===== config.mk =====
export PLATFORM = sky130hd
export DESIGN_NAME = formatter_sense_channel
export DESIGN_NICKNAME = d
export VERILOG_FILES = /design/src/design/fsc_pkg.sv /design/src/design/bit_fifo.sv /design/src/design/formatter_sense_channel.sv
export SDC_FILE = /design/constraint.sdc
export NUM_CORES = 1
export LEC_CHECK = 0
export ABC_AREA = 1
export CORE_UTILIZATION = 55
export DETAILED_ROUTE_END_ITERATION = 10
export DONT_BUFFER_PORTS = 1
export PLACE_DENSITY = 0.7
export SYNTH_ARGS = -nofsm -noshare
export SYNTH_HDL_FRONTEND = slang
export SYNTH_SLANG_ARGS = --single-unit

===== constraint.sdc =====
create_clock -name sys_clk -period 10.9 [get_ports sys_clk]
set_input_delay 0.545 -clock sys_clk [delete_from_list [all_inputs] [get_ports sys_clk]]
set_output_delay 0.545 -clock sys_clk [all_outputs]
set_load 0.005 [all_outputs]

===== src/design/fsc_pkg.sv =====
// shared constants for the bubble formatter and sense channel
package fsc_pkg;
  localparam int          BLOCK_BITS = 320;
  localparam int          DATA_BITS  = 256;
  localparam int          CHECK_BITS = 14;
  localparam int          ECC_GOOD   = 270;
  localparam int          PLAIN_GOOD = 272;
  localparam int          BURST_MAX  = 5;
  localparam logic [13:0] GEN_POLY   = 14'h0A25;
  localparam logic [13:0] CRC_RESET  = 14'h0000;
  localparam int          CLK_NS     = 25;
  localparam int          CONV_NS    = 100;
  localparam int          CONV_CYC   = (CONV_NS + CLK_NS - 1) / CLK_NS;
  localparam int          ROT_NS     = 10000;
  localparam int          ROT_CYC    = ROT_NS / CLK_NS;
  localparam int          ROT_HOLD   = 2;
  localparam int          STAMP_W    = 3;
  localparam int          PTR_W      = 9;
  localparam int          FIFO_DEPTH = 8;

  typedef enum logic [0:0] {
    ECC_RUN  = 1'b0,
    ECC_TRAP = 1'b1
  } ecc_state_t;
endpackage


===== src/design/bit_fifo.sv =====
// small synchronous FIFO with valid/ready on both sides
`timescale 1ns/10ps
module bit_fifo
  import fsc_pkg::*;
#(
  parameter int WIDTH = 4,
  parameter int DEPTH = FIFO_DEPTH
)
(
  input  wire logic             sys_clk,
  input  wire logic             reset,
  input  wire logic             clk_en,
  input  wire logic             flush,
  input  wire logic             in_valid,
  output logic                  in_ready,
  input  wire logic [WIDTH-1:0] in_data,
  output logic                  out_valid,
  input  wire logic             out_ready,
  output logic      [WIDTH-1:0] out_data
);
  localparam int AW = $clog2(DEPTH);
  localparam logic [AW:0] FULL = (AW + 1)'(DEPTH);

  logic [WIDTH-1:0] mem_q [DEPTH];
  logic [AW-1:0]    wp_q;
  logic [AW-1:0]    rp_q;
  logic [AW:0]      cnt_q;
  logic             push;
  logic             pop;

  assign in_ready  = (cnt_q != FULL);
  assign out_valid = (cnt_q != '0);
  assign out_data  = mem_q[rp_q];
  assign push      = in_valid && in_ready;
  assign pop       = out_valid && out_ready;

  always_ff @(posedge sys_clk)
  begin
    if (clk_en && push)
      mem_q[wp_q] <= in_data;
  end

  always_ff @(posedge sys_clk)
  begin
    if (reset)
    begin
      wp_q  <= '0;
      rp_q  <= '0;
      cnt_q <= '0;
    end
    else if (clk_en)
    begin
      if (flush)
      begin
        wp_q  <= '0;
        rp_q  <= '0;
        cnt_q <= '0;
      end
      else
      begin
        if (push)
          wp_q <= (wp_q == AW'(DEPTH - 1)) ? '0 : wp_q + 1'b1;
        if (pop)
          rp_q <= (rp_q == AW'(DEPTH - 1)) ? '0 : rp_q + 1'b1;
        cnt_q <= cnt_q + (AW + 1)'(push) - (AW + 1)'(pop);
      end
    end
  end
endmodule


===== src/design/formatter_sense_channel.sv =====
// one bubble channel: sense, write gating, good-bit format, burst code
`timescale 1ns/10ps
module formatter_sense_channel
  import fsc_pkg::*;
#(
  parameter int ROT_CYCLES = ROT_CYC,
  parameter int DEPTH      = FIFO_DEPTH
)
(
  input  wire logic sys_clk,
  input  wire logic reset,
  input  wire logic clk_en,
  input  wire logic shift_strobe_n,
  input  wire logic det_p,
  input  wire logic det_n,
  input  wire logic sync_pulse,
  input  wire logic write_mode,
  input  wire logic ecc_enable,
  input  wire logic soft_reset,
  input  wire logic err_status_read,
  input  wire logic mask_load_valid,
  input  wire logic mask_load_bit,
  input  wire logic host_wr_valid,
  input  wire logic host_wr_bit,
  output logic      host_wr_ready,
  output logic      host_rd_valid,
  output logic      host_rd_bit,
  input  wire logic host_rd_ready,
  output logic      data_out,
  output logic      error_alert_n_o,
  output logic      error_alert_n_oe,
  output logic      corr_err,
  output logic      uncorr_err
);
  localparam int CONV_DLY = CONV_CYC;
  localparam logic [PTR_W-1:0] PTR_END = PTR_W'(BLOCK_BITS - 1);
  localparam logic [PTR_W-1:0] CONV_LD = PTR_W'(CONV_CYC);

  // pins: {sync, det_n, det_p, strobe_n}; three flops, 2nd/3rd agree
  logic [3:0] pin_s1_q, pin_s2_q, pin_s3_q, pin_lvl_q;
  logic [3:0] pin_agree;
  logic       strobe_act, det_bit, sync_lvl, sync_prev_q;
  logic       strobe_prev_q, trail, sync_rise;

  assign pin_agree = ~(pin_s2_q ^ pin_s3_q);

  always_ff @(posedge sys_clk)
  begin
    if (reset)
    begin
      pin_s1_q  <= 4'h1;
      pin_s2_q  <= 4'h1;
      pin_s3_q  <= 4'h1;
      pin_lvl_q <= 4'h1;
    end
    else if (clk_en)
    begin
      pin_s1_q  <= {sync_pulse, det_n, det_p, shift_strobe_n};
      pin_s2_q  <= pin_s1_q;
      pin_s3_q  <= pin_s2_q;
      pin_lvl_q <= (pin_agree & pin_s3_q) | (~pin_agree & pin_lvl_q);
    end
  end

  assign strobe_act = ~pin_lvl_q[0];
  assign det_bit    = pin_lvl_q[1] & ~pin_lvl_q[2];
  assign sync_lvl   = pin_lvl_q[3];
  assign trail      = strobe_prev_q && !strobe_act;
  assign sync_rise  = sync_lvl && !sync_prev_q;

  always_ff @(posedge sys_clk)
  begin
    if (reset)
    begin
      strobe_prev_q <= 1'b0;
      sync_prev_q   <= 1'b0;
    end
    else if (clk_en)
    begin
      strobe_prev_q <= strobe_act;
      sync_prev_q   <= sync_lvl;
    end
  end

  // field rotation timebase, restarted by each sync
  logic [PTR_W:0]       rot_cnt_q;
  logic [STAMP_W-1:0]   rot_num_q;

  always_ff @(posedge sys_clk)
  begin
    if (reset)
    begin
      rot_cnt_q <= '0;
      rot_num_q <= '0;
    end
    else if (clk_en)
    begin
      if (sync_rise || rot_cnt_q == (PTR_W + 1)'(ROT_CYCLES - 1))
      begin
        rot_cnt_q <= '0;
        rot_num_q <= rot_num_q + 1'b1;
      end
      else
        rot_cnt_q <= rot_cnt_q + 1'b1;
    end
  end

  // loop mask, loaded serially by the controller
  logic [BLOCK_BITS-1:0] mask_q;
  logic [PTR_W-1:0]      mask_ptr_q, good_cnt_q, lim;
  logic                  good_now, ck_slot;

  always_ff @(posedge sys_clk)
  begin
    if (reset)
      mask_q <= '0;
    else if (clk_en && mask_load_valid)
      mask_q <= {mask_load_bit, mask_q[BLOCK_BITS-1:1]};
  end

  assign lim      = ecc_enable ? PTR_W'(ECC_GOOD) : PTR_W'(PLAIN_GOOD);
  assign good_now = mask_q[mask_ptr_q] && (good_cnt_q < lim);
  assign ck_slot  = ecc_enable && (good_cnt_q >= PTR_W'(DATA_BITS));

  // position 2k is odd half of loop k+1, 2k+1 its even half
  always_ff @(posedge sys_clk)
  begin
    if (reset)
    begin
      mask_ptr_q <= '0;
      good_cnt_q <= '0;
    end
    else if (clk_en)
    begin
      if (soft_reset)
      begin
        mask_ptr_q <= '0;
        good_cnt_q <= '0;
      end
      else if (trail)
      begin
        mask_ptr_q <= (mask_ptr_q == PTR_END) ? '0 : mask_ptr_q + 1'b1;
        if (mask_ptr_q == PTR_END)
          good_cnt_q <= '0;
        else if (good_now)
          good_cnt_q <= good_cnt_q + 1'b1;
      end
    end
  end

  // read: sample, hold, convert, latch
  logic             sample_q, latch_full_q, lat_good_q;
  logic [PTR_W-1:0] conv_cnt_q, lat_idx_q;
  logic             conv_done;

  assign conv_done = (conv_cnt_q == PTR_W'(1));

  always_ff @(posedge sys_clk)
  begin
    if (reset)
    begin
      sample_q   <= 1'b0;
      conv_cnt_q <= '0;
      lat_good_q <= 1'b0;
      lat_idx_q  <= '0;
    end
    else if (clk_en)
    begin
      if (strobe_act && !write_mode)
        sample_q <= det_bit;
      if (trail && !write_mode)
      begin
        conv_cnt_q <= CONV_LD;
        lat_good_q <= good_now;
        lat_idx_q  <= good_cnt_q;
      end
      else if (conv_cnt_q != '0)
        conv_cnt_q <= conv_cnt_q - 1'b1;
    end
  end

  // latch waits for FIFO room; a later conversion overwrites it
  logic             f_in_valid, f_in_ready, f_out_valid, f_out_ready;
  logic [STAMP_W:0] f_in_data, f_out_data;
  logic [STAMP_W:0] lat_word_q;
  logic             aged, drove_q, wr_bit, avail;

  always_ff @(posedge sys_clk)
  begin
    if (reset)
    begin
      latch_full_q <= 1'b0;
      lat_word_q   <= '0;
    end
    else if (clk_en)
    begin
      if (soft_reset)
        latch_full_q <= 1'b0;
      else if (conv_done)
      begin
        // stamp is the rotation of the latch, never earlier than the strobe
        latch_full_q <= lat_good_q && (lat_idx_q < lim);
        lat_word_q   <= {rot_num_q, sample_q};
      end
      else if (f_in_valid && f_in_ready && !write_mode)
        latch_full_q <= 1'b0;
    end
  end

  assign f_in_valid  = write_mode ? host_wr_valid : latch_full_q;
  assign f_in_data   = write_mode ? {rot_num_q, host_wr_bit} : lat_word_q;
  assign host_wr_ready = write_mode && f_in_ready;
  assign aged = (STAMP_W'(rot_num_q - f_out_data[STAMP_W:1])
                 >= STAMP_W'(ROT_HOLD));
  assign host_rd_valid = !write_mode && f_out_valid && aged;
  assign host_rd_bit   = f_out_data[0];
  assign f_out_ready = write_mode ? (trail && drove_q)
                                  : (host_rd_ready && aged);

  bit_fifo #(.WIDTH(STAMP_W + 1), .DEPTH(DEPTH)) u_fifo
  (
    .sys_clk   (sys_clk),
    .reset     (reset),
    .clk_en    (clk_en),
    .flush     (soft_reset),
    .in_valid  (f_in_valid),
    .in_ready  (f_in_ready),
    .in_data   (f_in_data),
    .out_valid (f_out_valid),
    .out_ready (f_out_ready),
    .out_data  (f_out_data)
  );

  // write: check bits follow the 256 data bits of a coded block
  logic [13:0] crc_q, rcv_q, syn_q;
  assign avail  = ck_slot || (f_out_valid && aged);
  assign wr_bit = ck_slot ? crc_q[13] : f_out_data[0];

  always_ff @(posedge sys_clk)
  begin
    if (reset)
    begin
      data_out <= 1'b1;
      drove_q  <= 1'b0;
    end
    else if (clk_en)
    begin
      if (strobe_act && write_mode && good_now && avail)
      begin
        data_out <= wr_bit;
        drove_q  <= !ck_slot;
      end
      else
      begin
        data_out <= 1'b1;
        if (!strobe_act)
          drove_q <= drove_q && !trail;
        else
          drove_q <= 1'b0;
      end
    end
  end

  function automatic logic [13:0] crc_step(input logic [13:0] c,
                                           input logic        fb);
    crc_step = {c[12:0], 1'b0} ^ (fb ? GEN_POLY : CRC_RESET);
  endfunction

  logic       chk_evt, syn_zero;
  logic [13:0] syn_new;
  assign chk_evt  = !write_mode && ecc_enable && conv_done && lat_good_q
                    && lat_idx_q == PTR_W'(ECC_GOOD - 1);
  assign syn_new  = crc_q ^ {rcv_q[12:0], sample_q};
  assign syn_zero = (syn_new == CRC_RESET);

  always_ff @(posedge sys_clk)
  begin
    if (reset)
    begin
      crc_q <= CRC_RESET;
      rcv_q <= CRC_RESET;
    end
    else if (clk_en)
    begin
      if (soft_reset || chk_evt || (write_mode && trail && mask_ptr_q == PTR_END))
        crc_q <= CRC_RESET;
      else if (write_mode && trail && good_now && ck_slot)
        crc_q <= crc_step(crc_q, 1'b0);
      else if (write_mode && trail && drove_q && ecc_enable)
        crc_q <= crc_step(crc_q, f_out_data[0] ^ crc_q[13]);
      else if (!write_mode && conv_done && lat_good_q && ecc_enable)
      begin
        if (lat_idx_q < PTR_W'(DATA_BITS))
          crc_q <= crc_step(crc_q, sample_q ^ crc_q[13]);
        else
          rcv_q <= {rcv_q[12:0], sample_q};
      end
    end
  end

  // error trapping: a short burst lands in the low bits within n shifts;
  // flags only, already delivered bits are not repaired
  ecc_state_t       ecc_q;
  logic [PTR_W-1:0] trap_cnt_q;
  logic             corr_set, uncorr_set, err_q;

  assign corr_set   = (ecc_q == ECC_TRAP) && (syn_q[13:BURST_MAX] == '0);
  assign uncorr_set = (ecc_q == ECC_TRAP) && !corr_set
                      && trap_cnt_q == PTR_W'(ECC_GOOD - 1);

  always_ff @(posedge sys_clk)
  begin
    if (reset)
    begin
      ecc_q      <= ECC_RUN;
      syn_q      <= CRC_RESET;
      trap_cnt_q <= '0;
    end
    else if (clk_en)
    begin
      unique case (ecc_q)
        ECC_RUN:
        begin
          trap_cnt_q <= '0;
          if (chk_evt && !syn_zero)
          begin
            syn_q <= syn_new;
            ecc_q <= ECC_TRAP;
          end
        end
        ECC_TRAP:
        begin
          syn_q      <= crc_step(syn_q, syn_q[13]);
          trap_cnt_q <= trap_cnt_q + 1'b1;
          if (corr_set || uncorr_set || soft_reset)
            ecc_q <= ECC_RUN;
        end
      endcase
    end
  end

  // set wins over a clear in the same cycle
  always_ff @(posedge sys_clk)
  begin
    if (reset)
    begin
      corr_err   <= 1'b0;
      uncorr_err <= 1'b0;
      err_q      <= 1'b0;
    end
    else if (clk_en)
    begin
      corr_err   <= corr_set || (corr_err && !(err_status_read || soft_reset));
      uncorr_err <= uncorr_set
                    || (uncorr_err && !(err_status_read || soft_reset));
      err_q      <= corr_set || uncorr_set
                    || (err_q && !(err_status_read || soft_reset));
    end
  end

  assign error_alert_n_o  = 1'b0;
  assign error_alert_n_oe = err_q;

  property p_idle_high;
    @(posedge sys_clk) disable iff (reset || !clk_en)
      !strobe_act ##1 !strobe_act |-> data_out;
  endproperty
  a_idle_high: assert property (p_idle_high) else $error("output not high");

  property p_conv_start;
    @(posedge sys_clk) disable iff (reset || !clk_en)
      trail && !write_mode |=> conv_cnt_q == CONV_LD;
  endproperty
  a_conv_start: assert property (p_conv_start) else $error("no conversion");

  property p_latch_time;
    @(posedge sys_clk) disable iff (reset || !clk_en)
      trail && !write_mode |-> ##CONV_DLY conv_done;
  endproperty
  a_latch_time: assert property (p_latch_time) else $error("late latch");

  property p_hold;
    @(posedge sys_clk) disable iff (reset || !clk_en)
      !strobe_act && $past(!strobe_act) |-> $stable(sample_q);
  endproperty
  a_hold: assert property (p_hold) else $error("sample moved");

  property p_ptr_adv;
    @(posedge sys_clk) disable iff (reset || !clk_en)
      trail && !soft_reset && mask_ptr_q != PTR_END
        |=> mask_ptr_q == $past(mask_ptr_q) + 1'b1;
  endproperty
  a_ptr_adv: assert property (p_ptr_adv) else $error("pointer stuck");

  property p_rd_age;
    @(posedge sys_clk) disable iff (reset || !clk_en)
      host_rd_valid
        |-> STAMP_W'(rot_num_q - f_out_data[STAMP_W:1]) >= STAMP_W'(ROT_HOLD);
  endproperty
  a_rd_age: assert property (p_rd_age) else $error("read too early");

  property p_err_set;
    @(posedge sys_clk) disable iff (reset || !clk_en)
      corr_set || uncorr_set |=> error_alert_n_oe ##1 1'b1;
  endproperty
  a_err_set: assert property (p_err_set) else $error("flag not raised");

  property p_err_clr;
    @(posedge sys_clk) disable iff (reset || !clk_en)
      err_status_read && !corr_set && !uncorr_set |=> !error_alert_n_oe;
  endproperty
  a_err_clr: assert property (p_err_clr) else $error("flag not released");

  property p_depth;
    @(posedge sys_clk) disable iff (reset || !clk_en)
      good_cnt_q <= (ecc_enable ? ECC_GOOD : PLAIN_GOOD);
  endproperty
  a_depth: assert property (p_depth) else $error("depth exceeded");

  property p_trap_bound;
    @(posedge sys_clk) disable iff (reset || !clk_en)
      ecc_q == ECC_TRAP |-> trap_cnt_q < PTR_W'(ECC_GOOD);
  endproperty
  a_trap_bound: assert property (p_trap_bound) else $error("trap overrun");

  c_rd_bit: cover property (@(posedge sys_clk) host_rd_valid && host_rd_ready);
  c_wr_bit: cover property (@(posedge sys_clk) strobe_act && !data_out);
  c_corr: cover property (@(posedge sys_clk) corr_set);
  c_uncorr: cover property (@(posedge sys_clk) uncorr_set);
endmodule


==> run summary <==
Number of filler cells placed in the layout -> 3642
DR iter-0 viols -> 2076
Hpwl dp -> 30.7 mm
Num Clock Sinks -> 495
Mapped Cells -> 3123
1st-pass router iterations -> 5
Initial antenna violation count -> 1
DP Worst Slack -> 6.18 ns
Status -> completed
Global-route wire length before repair -> 91.0 mm
Resize count post-CTS -> 0
Die ar. -> 41300 um^2
Number of synthesized flops with an enable pin -> 32
Final critical-path share of the clock period -> 0.442
Die W -> 203 um
Yosys warning count -> 0
FMAX -> 0.208 GHz
Lkg Pwr -> 9.48 nW
Final Hold Viols -> 0
Ratio of cells with drive above 1 in the final layout -> 0.0556
Clk pwr share -> 0.448
Synth Register Bits -> 495
Setup WS post-layout -> 6.09 ns
Worst-Skew Late Latency -> 0.59 ns
Grt total ovfl -> 0
Ys async rst share -> 0
CP required -> 11.43 ns
Worst slew pin tran -> 1.13 ns
Worst setup EP type -> flop
Root Buffer -> clkbuf_16
Crit Path Max Fanout -> 74
Tmin final -> 4.81 ns
Register area share after synthesis -> 0.459
Via density per instance -> 5.59
Post-CTS Setup Inserts -> 0
Top Ports -> 24
Core area -> 39800 um^2
Pwr Total -> 4.28 mW
Clock Path Buffers -> 3
Sequential power share -> 0.465
Syn avg cell area -> 7.13 um^2
Worst Skew -> 0.0172 ns
Number of hold buffers added after cts -> 0
Area growth from synthesis to layout -> 7.84%
Post-Layout Cell Count -> 3549
Mapped cell area -> 22300 um^2
CTS tree -> done
Synth unique cells -> 51
H-tree levels -> 2
PwrDens -> 178 nW/um^2
Critical Setup Path Class -> flop to flop
Pin count of the biggest net entering global routing -> 178
Commonest cells after routing, fill and taps aside -> 880 x nor2_1, 460 x dfxtp_1, 456 x o21ai_0, 329 x nand2_1, 211 x nand3_1
Slew Viols, Final -> 0
Setup TNS -> 0 ns
Mapped Nets -> 3166
Startpoint types -> flop
Gp weighted congestion -> 0.830
Via count -> 19800
DRC -> 0
Antenna-violating nets left -> 0
Ys flop type -> dfxtp_1
Clock buffer count from CTS -> 52
Max-cap violations -> 0
Internal cell power -> 3.24 mW
Clock slew at reported path FFs -> 0.06 ns
Port Buffers -> 0
Routed WL per cell -> 15.2 um
FP Rows -> 73
Die Y-Extent -> 203 um
Finish-stage setup viols -> 0
Total track usage -> 0.263
Vias in the first global route -> 18400
Hold Crit Class -> primary input to flop
Comb power frac -> 0.087
Critical path data arrival time -> 5.34 ns
Slew margin rel. -> 0.241
Sw Pwr -> 1.04 mW
Final #Nets -> 3024
Max IR drop VDD -> 0.000130 V
Post-placement cell count -> 3452
Commonest non-fill, non-tap cell in the layout -> nor2_1
RSZ-0062 raised after global routing -> no
Initial Util -> 0.559
Routed WL -> 54.1 mm
Switching part of the total -> 0.244
-- final timing paths --
| path | from | to | slack, ns | cells after the start |
|---|---|---|---|---|
| min reg2reg | trap_cnt_q[8] | trap_cnt_q[8] | 0.44 | 1 |
| max | mask_ptr_q[0] | crc_q[5] | 6.09 | 20 |
| min | reset | crc_q[4] | 0.04 | 1 |
| max reg2reg | mask_ptr_q[0] | crc_q[5] | 6.09 | 20 |
-- synthesized netlist by cell type (5+ instances only) --
cell type	count	area, um^2
nor2_1	880	3300
dfxtp_1	463	9270
o21ai_0	456	2280
nand2_1	331	1240
nand3_1	211	1060
clkbuf_1	155	582
a21oi_1	149	746
inv_1	130	488
or2_2	40	250
edfxtp_1	32	961
buf_2	29	145
o22ai_1	27	169
xor2_1	26	228
ha_1	25	313
buf_4	20	150
o211ai_1	20	150
nor3_1	19	95.1
a31oi_1	18	113
o21ai_1	12	60.1
nor4_1	8	50.1
nand4_1	7	43.8
buf_1	6	22.5
o211ai_2	6	75.1
xnor2_1	6	52.6
nor3b_1	5	37.5
-- cell families after synthesis --
family,Yosys count,synth area share
and+or+nand+nor,1509,0.277
xor gates and xnor gates,32,0.0126
AOI/OAI and AO/OA,710,0.170
DFF,495,0.459
buffers and inverters,349,0.0653
adders and majority gates,27,0.0158
other,1,0.000168
-- metal layers --
metal | wire [um] | global-route usage | part of all wire
met1 | 25100 | 0.362 | 0.46
met2 | 24500 | 0.421 | 0.45
met3 | 3240 | 0.0441 | 0.060
met4 | 1300 | 0.0827 | 0.024
met5 | 0 | 0 | 0
-- per-stage QoR --
stage	util	area [um^2]	hold WS, ns
after CTS	0.603	24000	0.00239
final	0.603	24000	0.0353
after global routing	0.603	24000	0.00527
after floorplan	-	22300	0.422
after detailed placement	0.556	22100	0.437
after global placement	0.556	22100	0.442
-- cell type report --
| cell class | count | area (um^2) | share of cell area |
|---|---|---|---|
| multi-input combinational | 2279 | 10600 | 0.441 |
| sequential | 495 | 10200 | 0.426 |
| clock buffer | 69 | 1480 | 0.0615 |
| tap | 525 | 657 | 0.0274 |
| inverter | 135 | 526 | 0.0219 |
| clock inverter | 27 | 385 | 0.0160 |
| timing repair buffer | 18 | 135 | 0.00563 |
| antenna | 1 | 2.50 | 0.000104 |
-- power by group through the flow --
stage	registers, mW	clock network [mW]	logic [mW]
after CTS	1.99	1.95	0.372
after floorplan	2.01	0	0.312
after detailed placement	2.03	0	0.371
after global routing	2.00	2.03	0.432
final	1.99	1.92	0.373
after global placement	2.03	0	0.359
-- worst max-delay path: stages (launching register included) --
cell      delay [ns]
dfxtp_4         0.58
buf_4           0.61
clkinv_2        0.65
buf_4           0.58
nand2_1         0.19
o211ai_1        0.09
nand2_1         0.10
nand2_1         0.05
nand3_1         0.11
nand3_1         0.11
nand3_1         0.16
nand3_1         0.12
nand3_1         0.09
nand3_1         0.11
nand2_2         0.14
nand3_4         0.12
o211ai_4        0.26
nand2_2         0.28
nand2_1         0.12
nand2_1         0.05
nor2_1          0.14
-- sequential cells by signal, indices dropped and copies added (netlist names), 9 cells and up, named ones only --
signal	flops
mask_q	320
crc_q	14
trap_cnt_q	9
lat_idx_q	9
good_cnt_q	9
syn_q	14
rcv_q	13
u_fifo.mem_q	32
mask_ptr_q	9
rot_cnt_q	10
conv_cnt_q	9
Power figures use the tool's default switching activity.
